[src/inc/iss_pkg.sv]
// Package of constants for the init status sequencer
package iss_pkg;
    // Bank count, also the width of each per-bank field
    localparam int          NUM_BANKS       = 4;
    // Register byte offsets
    localparam logic [3:0]  CTRL_OFFSET     = 4'h0;
    localparam logic [3:0]  INIT_CFG_OFFSET = 4'h4;
    localparam logic [3:0]  STATUS_OFFSET   = 4'h8;
    // Control field positions
    localparam int          CTRL_AVM_BIT    = 0;
    localparam int          CTRL_MASK_LSB   = 4;
    // Init config field positions, each 8 bits wide
    localparam int          CFG_PCIE_LSB    = 0;
    localparam int          CFG_XCVR_LSB    = 8;
    localparam int          CFG_LSRAM_LSB   = 16;
    // Status field positions
    localparam int          ST_INIT_BIT     = 0;
    localparam int          ST_CALIB_BIT    = 1;
    localparam int          ST_AVM_BIT      = 2;
    localparam int          ST_TMO_BIT      = 3;
    localparam int          ST_SUPPLY_LSB   = 4;
    localparam int          ST_DONE_LSB     = 8;
    localparam int          ST_APPROX_LSB   = 12;
    // Reset values
    localparam logic [31:0] CTRL_RESET      = 32'h0000_00f0;
    localparam logic [31:0] INIT_CFG_RESET  = 32'h0010_1010;
    // Bus responses
    localparam logic [1:0]  RESP_OKAY       = 2'h0;
    localparam logic [1:0]  RESP_SLVERR     = 2'h2;
    // Timing: clock rate and times in their own units
    localparam int          CLK_MHZ         = 25;
    localparam int          CALIB_TIME_US   = 40;
    localparam int          CAL_TIMEOUT_US  = 1000;
    localparam int          CALIB_CYC       = CALIB_TIME_US * CLK_MHZ;
    localparam int          CAL_TIMEOUT_CYC = CAL_TIMEOUT_US * CLK_MHZ;
    // Init sequencer states
    typedef enum logic [1:0] {
        ISS_HOLD = 2'b00,
        ISS_RUN  = 2'b01,
        ISS_DONE = 2'b10
    } iss_init_state_t;
endpackage

[src/rtl/iss_init_status_sequencer.sv]
// Init status sequencer: calibration, avionics and bank supply flags
//
// Design decisions made here: the address map and the AXI4-Lite interface to the registers.
`timescale 1ns/1ps
module iss_init_status_sequencer #(
    parameter int CAL_TIMEOUT_CYC = iss_pkg::CAL_TIMEOUT_CYC
) (
    input  wire logic                          aclk,
    input  wire logic                          aresetn,
    input  wire logic                          external_device_reset_n,
    input  wire logic                          tamper_reset_request,
    input  wire logic [iss_pkg::NUM_BANKS-1:0] bank_supply_raw,
    input  wire logic                          recalibration_request,
    output logic      [iss_pkg::NUM_BANKS-1:0] bank_supply_ok,
    output logic                               init_complete_flag,
    output logic                               calibration_complete_flag,
    output logic                               avionics_active_flag,
    input  wire logic [31:0]                   s_axi_awaddr,
    input  wire logic                          s_axi_awvalid,
    output logic                               s_axi_awready,
    input  wire logic [31:0]                   s_axi_wdata,
    input  wire logic [3:0]                    s_axi_wstrb,
    input  wire logic                          s_axi_wvalid,
    output logic                               s_axi_wready,
    output logic      [1:0]                    s_axi_bresp,
    output logic                               s_axi_bvalid,
    input  wire logic                          s_axi_bready,
    input  wire logic [31:0]                   s_axi_araddr,
    input  wire logic                          s_axi_arvalid,
    output logic                               s_axi_arready,
    output logic      [31:0]                   s_axi_rdata,
    output logic      [1:0]                    s_axi_rresp,
    output logic                               s_axi_rvalid,
    input  wire logic                          s_axi_rready
);
    localparam int NB = iss_pkg::NUM_BANKS;

    logic [1:0]                  rst_sync_reg;
    logic [1:0]                  tmp_sync_reg;
    logic [NB-1:0]               sup_meta_reg;
    logic [NB-1:0]               sup_sync_reg;
    logic                        warm_start;
    logic [31:0]                 ctrl_reg;
    logic [31:0]                 cfg_reg;
    logic                        avm_enable;
    logic [NB-1:0]               desig_mask;
    iss_pkg::iss_init_state_t    state_reg;
    logic [9:0]                  init_cnt_reg;
    logic [9:0]                  init_len;
    logic [15:0]                 tmo_cnt_reg;
    logic                        tmo_reg;
    logic [NB-1:0]               cal_run_reg;
    logic [NB-1:0]               cal_done_reg;
    logic [NB-1:0]               approx_reg;
    logic [NB-1:0]               late_reg;
    logic [9:0]                  cal_cnt_reg [NB];
    logic                        all_done;
    logic                        aw_held_reg;
    logic                        w_held_reg;
    logic [3:0]                  aw_addr_reg;
    logic [31:0]                 w_data_reg;
    logic [3:0]                  w_strb_reg;
    logic [31:0]                 status_word;

    // Pin synchronisers; only the second stage is read by logic
    always_ff @(posedge aclk) begin
        if (!aresetn) begin
            rst_sync_reg <= 2'h3;
            tmp_sync_reg <= 2'h0;
            sup_meta_reg <= '0;
            sup_sync_reg <= '0;
        end else begin
            rst_sync_reg <= {rst_sync_reg[0], external_device_reset_n};
            tmp_sync_reg <= {tmp_sync_reg[0], tamper_reset_request};
            sup_meta_reg <= bank_supply_raw;
            sup_sync_reg <= sup_meta_reg;
        end
    end

    // Either warm source restarts the whole sequence
    assign warm_start = !rst_sync_reg[1] || tmp_sync_reg[1];

    // Bank readiness shown per bank, not by the fabric reset release
    assign bank_supply_ok = sup_sync_reg;

    assign avm_enable = ctrl_reg[iss_pkg::CTRL_AVM_BIT];
    assign desig_mask = ctrl_reg[iss_pkg::CTRL_MASK_LSB +: NB];
    assign init_len   = 10'(cfg_reg[iss_pkg::CFG_PCIE_LSB +: 8])
                      + 10'(cfg_reg[iss_pkg::CFG_XCVR_LSB +: 8])
                      + 10'(cfg_reg[iss_pkg::CFG_LSRAM_LSB +: 8]);

    // Auto-init sequencer; length set by configured PCIe, XCVR, LSRAM work
    always_ff @(posedge aclk) begin
        if (!aresetn || warm_start) begin
            state_reg    <= iss_pkg::ISS_HOLD;
            init_cnt_reg <= '0;
        end else begin
            case (state_reg)
                iss_pkg::ISS_HOLD: begin
                    state_reg <= iss_pkg::ISS_RUN;
                end
                iss_pkg::ISS_RUN: begin
                    if (init_cnt_reg >= init_len) begin
                        state_reg <= iss_pkg::ISS_DONE;
                    end else begin
                        init_cnt_reg <= init_cnt_reg + 10'h1;
                    end
                end
                iss_pkg::ISS_DONE: begin
                    state_reg <= iss_pkg::ISS_DONE;
                end
                default: begin
                    state_reg <= iss_pkg::ISS_HOLD;
                end
            endcase
        end
    end

    // Calibration timeout window, counted from reset release
    always_ff @(posedge aclk) begin
        if (!aresetn || warm_start) begin
            tmo_cnt_reg <= '0;
            tmo_reg     <= 1'b0;
        end else if (!tmo_reg) begin
            if (tmo_cnt_reg == 16'(CAL_TIMEOUT_CYC - 1)) begin
                tmo_reg <= 1'b1;
            end else begin
                tmo_cnt_reg <= tmo_cnt_reg + 16'h1;
            end
        end
    end

    // Per-bank calibration engine, runs beside auto-init
    generate
        for (genvar i = 0; i < NB; i++) begin : g_bank
            always_ff @(posedge aclk) begin
                if (!aresetn || warm_start) begin
                    cal_run_reg[i]  <= 1'b0;
                    cal_done_reg[i] <= 1'b0;
                    approx_reg[i]   <= 1'b0;
                    late_reg[i]     <= 1'b0;
                    cal_cnt_reg[i]  <= '0;
                end else if (recalibration_request && desig_mask[i]
                             && sup_sync_reg[i]) begin
                    // Fabric restart yields an accurate result
                    cal_run_reg[i]  <= 1'b1;
                    cal_done_reg[i] <= 1'b0;
                    approx_reg[i]   <= 1'b0;
                    late_reg[i]     <= 1'b0;
                    cal_cnt_reg[i]  <= '0;
                end else if (cal_run_reg[i]) begin
                    if (cal_cnt_reg[i] == 10'(iss_pkg::CALIB_CYC - 1)) begin
                        cal_run_reg[i]  <= 1'b0;
                        cal_done_reg[i] <= 1'b1;
                        approx_reg[i]   <= late_reg[i];
                    end else begin
                        cal_cnt_reg[i] <= cal_cnt_reg[i] + 10'h1;
                    end
                end else if (desig_mask[i] && sup_sync_reg[i]
                             && !cal_done_reg[i]) begin
                    // Only a start after the window is approximate
                    cal_run_reg[i] <= 1'b1;
                    late_reg[i]    <= tmo_reg;
                    cal_cnt_reg[i] <= '0;
                end
            end
        end
    endgenerate

    assign all_done = &(cal_done_reg | ~desig_mask);

    // Sticky status flags; cleared only by cold or warm reset
    always_ff @(posedge aclk) begin
        if (!aresetn || warm_start) begin
            init_complete_flag        <= 1'b0;
            calibration_complete_flag <= 1'b0;
            avionics_active_flag      <= 1'b0;
        end else begin
            if (state_reg == iss_pkg::ISS_DONE) begin
                init_complete_flag <= 1'b1;
            end
            // No look at init here: the two flags race freely
            if (all_done || tmo_reg) begin
                calibration_complete_flag <= 1'b1;
            end
            if (avm_enable && init_complete_flag
                && calibration_complete_flag) begin
                avionics_active_flag <= 1'b1;
            end
        end
    end

    // AXI write: address and data taken in either order
    assign s_axi_awready = !aw_held_reg && !s_axi_bvalid;
    assign s_axi_wready  = !w_held_reg && !s_axi_bvalid;
    always_ff @(posedge aclk) begin
        if (!aresetn) begin
            aw_held_reg <= 1'b0;
            w_held_reg  <= 1'b0;
            aw_addr_reg <= '0;
            w_data_reg  <= '0;
            w_strb_reg  <= '0;
        end else begin
            if (s_axi_awvalid && s_axi_awready) begin
                aw_held_reg <= 1'b1;
                aw_addr_reg <= s_axi_awaddr[3:0];
            end else if (aw_held_reg && w_held_reg) begin
                aw_held_reg <= 1'b0;
            end
            if (s_axi_wvalid && s_axi_wready) begin
                w_held_reg <= 1'b1;
                w_data_reg <= s_axi_wdata;
                w_strb_reg <= s_axi_wstrb;
            end else if (aw_held_reg && w_held_reg) begin
                w_held_reg <= 1'b0;
            end
        end
    end

    // Register update and write response; status and unmapped are refused
    always_ff @(posedge aclk) begin
        if (!aresetn) begin
            ctrl_reg     <= iss_pkg::CTRL_RESET;
            cfg_reg      <= iss_pkg::INIT_CFG_RESET;
            s_axi_bvalid <= 1'b0;
            s_axi_bresp  <= iss_pkg::RESP_OKAY;
        end else if (aw_held_reg && w_held_reg) begin
            s_axi_bvalid <= 1'b1;
            s_axi_bresp  <= iss_pkg::RESP_OKAY;
            for (int b = 0; b < 4; b++) begin
                if (w_strb_reg[b] && aw_addr_reg == iss_pkg::CTRL_OFFSET) begin
                    ctrl_reg[b*8 +: 8] <= w_data_reg[b*8 +: 8];
                end
                if (w_strb_reg[b]
                    && aw_addr_reg == iss_pkg::INIT_CFG_OFFSET) begin
                    cfg_reg[b*8 +: 8] <= w_data_reg[b*8 +: 8];
                end
            end
            if (aw_addr_reg != iss_pkg::CTRL_OFFSET
                && aw_addr_reg != iss_pkg::INIT_CFG_OFFSET) begin
                s_axi_bresp <= iss_pkg::RESP_SLVERR;
            end
        end else if (s_axi_bvalid && s_axi_bready) begin
            s_axi_bvalid <= 1'b0;
        end
    end

    // Status word reflects live sequencer state
    assign status_word = {16'h0,
                          approx_reg, cal_done_reg, sup_sync_reg,
                          tmo_reg, avionics_active_flag,
                          calibration_complete_flag, init_complete_flag};

    // AXI read: one outstanding read, answer the cycle after address
    assign s_axi_arready = !s_axi_rvalid;
    always_ff @(posedge aclk) begin
        if (!aresetn) begin
            s_axi_rvalid <= 1'b0;
            s_axi_rdata  <= '0;
            s_axi_rresp  <= iss_pkg::RESP_OKAY;
        end else if (s_axi_arvalid && s_axi_arready) begin
            s_axi_rvalid <= 1'b1;
            s_axi_rresp  <= iss_pkg::RESP_OKAY;
            case (s_axi_araddr[3:0])
                iss_pkg::CTRL_OFFSET:     s_axi_rdata <= ctrl_reg;
                iss_pkg::INIT_CFG_OFFSET: s_axi_rdata <= cfg_reg;
                iss_pkg::STATUS_OFFSET:   s_axi_rdata <= status_word;
                default: begin
                    s_axi_rdata <= '0;
                    s_axi_rresp <= iss_pkg::RESP_SLVERR;
                end
            endcase
        end else if (s_axi_rvalid && s_axi_rready) begin
            s_axi_rvalid <= 1'b0;
        end
    end
endmodule

[config.mk]
export PLATFORM = sky130hd
export DESIGN_NAME = iss_init_status_sequencer
export DESIGN_NICKNAME = d
export VERILOG_FILES = /design/src/inc/iss_pkg.sv /design/src/rtl/iss_init_status_sequencer.sv
export SDC_FILE = /design/constraint.sdc
export NUM_CORES = 1
export LEC_CHECK = 0
export BUFFER_PORTS_ARGS = -buffer_cell sky130_fd_sc_hd__buf_2
export CAP_MARGIN = 40
export CORE_ASPECT_RATIO = 1.5
export CORE_MARGIN = 3
export CORE_UTILIZATION = 57
export CTS_CLUSTER_DIAMETER = 120
export CTS_CLUSTER_SIZE = 28
export DETAILED_ROUTE_END_ITERATION = 12
export GPL_ROUTABILITY_DRIVEN = 0
export PLACE_DENSITY = 0.82
export SLEW_MARGIN = 10
export SYNTH_ARGS = -nofsm -noshare
export SYNTH_HDL_FRONTEND = slang
export SYNTH_SLANG_ARGS = --single-unit
[constraint.sdc]
create_clock -name aclk -period 4.5 [get_ports aclk]
set_input_delay 0.45 -clock aclk [delete_from_list [all_inputs] [get_ports aclk]]
set_output_delay 0.45 -clock aclk [all_outputs]
set_load 0.02 [all_outputs]
==> results.md <==
- Setup TNS: 0 ns
- Worst-Margin Slew: 0.674 ns
- Via/cell ratio: 5.67
- Final worst clock skew: 0.0178 ns
- Synthesized area: 10,800 um^2
- Nets: 1,384
- Hold_sp: external_device_reset_n
- Finished Cell Area: 11,900 um^2
- Final core occ: 64.1%
- Area grow syn2layout: 10.1%
- Full die area: 20,700 um^2
- Clk pwr share: 31.6%
- Fmax: 241 MHz
- Hold buffers post-CTS: 0
- Total Wirelength: 24,000 um
- RSZ-0062 raised after global routing: false
- Die Wd: 118 um
- Mapped Avg Cell Area: 9.26 um^2
- Root Buffer: clkbuf_16
- Status: finished clean
- Max-cap violation count: 0
- Worst-path clk slew: 0.11 ns
- Most common cell in the netlist: dfxtp_1
- Setup crit end kind: flip-flop
- Main area contributors after synthesis: dfxtp_1 37%, edfxtp_1 11%, nand2_1 6.4%
- Total GRT Usage: 23.0%
- Worst stage delay on the critical path: 0.54 ns
- Hold Crit Depth: 2
- Max-slew headroom: 54.7%
- # rows: 61
- CTS Buf Count: 12
- H-tree levels: 1
- Power Internal: 2.93 mW
- First-pass GRT wire length: 39,800 um
- Overflow after GRT: 0
- Critical path peak fanout: 18
- CTS tree: built
- Register share of total power: 60.9%
- Worst setup margin: 0.347 ns
- Crit path DAT: 4.57 ns
- Cells after synthesis: 1,165
- Postcts setup bufs: 0
- Largest net degree at the start of global routing: 103
- Post-synth top area share: 37.5%
- Final Hold Vio Count: 0
- CP Launch Type: flip-flop
- FF-to-FF End: init_cnt_reg[8]
- Crit Path Category: flip-flop to flip-flop
- Vias in the first global route: 8,126
- Gate power share: 7.5%
- Io pins: 162
- NetSw: 0.922 mW
- Die extent in y: 175 um
- Initial DRC count: 737
- R2R setup slack: 0.35 ns
- Initial core utilization: 58.2%
- Place WS: 0.346 ns
- Synth Flop Type: dfxtp_1
- Pre-antenna DRT Iters: 6
- Latest clock arrival within the worst-skew pair: 0.48 ns
- PortBufs: 103
- Synth area leader: dfxtp_1
- DR WL/cell: 16.1 um
- Reg2reg start: cfg_reg[1]
- Sequential area share after synthesis: 48.6%
- CTS max path bufs: 3
- Num Clock Sinks: 242
- Max reg flops: 40
- VDD IR max: 0.305 mV
- Fill cells: 1,534
- Reg2reg path depth: 17
- Share of cells above drive strength 1: 11.1%
- Initial antenna violation count: 0
- Slew Viols, Final: 0
- N_diodes: 0
- Pwr dens: 324 nW/um^2
- CP Data Required Time: 4.92 ns
- Sw Ratio: 24.0%
- Post-synthesis cell type count: 58
- Synth warnings: 0
- Min Tclk post-route: 4.15 ns
- Post-synth top cells: 202 x dfxtp_1, 183 x nand2_1, 94 x nor2_1
- Hold Path Sink: rst_sync_reg[0]
- Worst path slowest cell: or4_1
- Area of placed instances: 11,500 um^2
- Post_cts resized: 0
- Final setup vio count: 0
- Post-synth EDFFs: 40
- DR DRC count: 0
- Post-route antenna net violation count: 0
- DP HPWL: 17,300 um
- #FFs+latches synth: 242
- DR vias: 8,449
- Post-synthesis async set-or-reset flop share: 0%
- Placeable Area: 18,500 um^2
- Crit share post-route: 92.3%
- Leakage: 4.44 nW
- Crit path cell chain: inv_1 > fa_1 > inv_1 > ha_1 > inv_1 > fa_1 > nor2b_1 > o21ai_0 > a21oi_1 > o21ai_0 > a21o_1 > ha_1 > a211oi_1 > o21ai_0 > a211o_2 > or4_1 > a21oi_1
- Min-delay worst type: input pin to flip-flop
power groups by stage:
stage | combinational, mW | sequential (mW) | clock [mW]
floorplan | 0.202 | 2.37 | 0
global route | 0.326 | 2.36 | 1.31
finish | 0.289 | 2.34 | 1.21
detailed placement | 0.288 | 2.39 | 0
CTS | 0.291 | 2.34 | 1.24
global placement | 0.279 | 2.39 | 0
worst max path at each step:
stage | startpoint | slack (ns) | cells after the start | to
after global placement | cfg_reg[1] | 0.46 | 17 | init_cnt_reg[6]
after global routing | cfg_reg[1] | 0.02 | 17 | init_cnt_reg[6]
after CTS | cfg_reg[1] | 0.33 | 17 | init_cnt_reg[8]
after floorplan | cfg_reg[1] | 0.81 | 17 | init_cnt_reg[6]
final | cfg_reg[1] | 0.35 | 17 | init_cnt_reg[8]
after detailed placement | cfg_reg[1] | 0.35 | 17 | init_cnt_reg[8]
worst max-delay path, delay by kind of cell (launching register included):
kind                     cells  cell delay [ns]
flip-flops                   1             0.37
buffers and inverters        3             0.21
AO/OA/AOI/OAI                8             1.55
adder cells (fa/ha/maj)      4             1.32
AND/OR/NAND/NOR              2             0.67
cell type report:
cell class,instances,area (um^2),area share (%)
Multi-Input combinational cell,831,5200,43.8
Inverter,32,120,1.01
Tap cell,252,315,2.65
Clock buffer,17,340,2.86
Clock inverter,1,11.3,0.0947
Sequential cell,242,5250,44.1
Timing Repair Buffer,116,651,5.47
logic make-up (layout without fill, tap and decap cells):
group	after synthesis	count (layout)	synth area share, %
AND/OR/NAND/NOR	499	499	22.3
flip-flops	242	242	48.6
AO/OA/AOI/OAI	205	205	13.2
buffers and inverters	93	166	3.42
XOR/XNOR	47	47	3.81
multiplexers	43	43	3.99
adder cells (fa/ha/maj)	35	35	4.68
other	1	2	0.0347
layout by cell type (no fill, tap or decap), types with 31 or more instances in the layout:
master / netlist / final
mux2i_1: 43 / 43
nand3_1: 54 / 54
nor2b_1: 36 / 36
edfxtp_1: 40 / 40
dfxtp_1: 202 / 202
nand2_1: 183 / 183
a21boi_0: 67 / 67
nor2_1: 94 / 94
o21ai_0: 46 / 46
and2_1: 57 / 57
inv_1: 31 / 31
buf_2: 10 / 102
stage by stage:
step,instances,hold WS [ns],total power [mW]
2_1_floorplan,1166,0.386,2.57
3_3_place_gp,1470,0.397,2.67
3_5_place_dp,1473,0.406,2.68
4_1_cts,1491,0.149,3.87
5_1_grt,1491,0.158,3.99
6_report,1491,0.156,3.85
layer usage:
metal	wire length, um	global-route usage [%]	up-vias
met4	842	8.70	0
met2	12100	41.6	234
li1	-	-	4149
met5	0	0	-
met3	1160	2.41	47
met1	9910	28.2	4019
(Power assumes the default switching activity.)
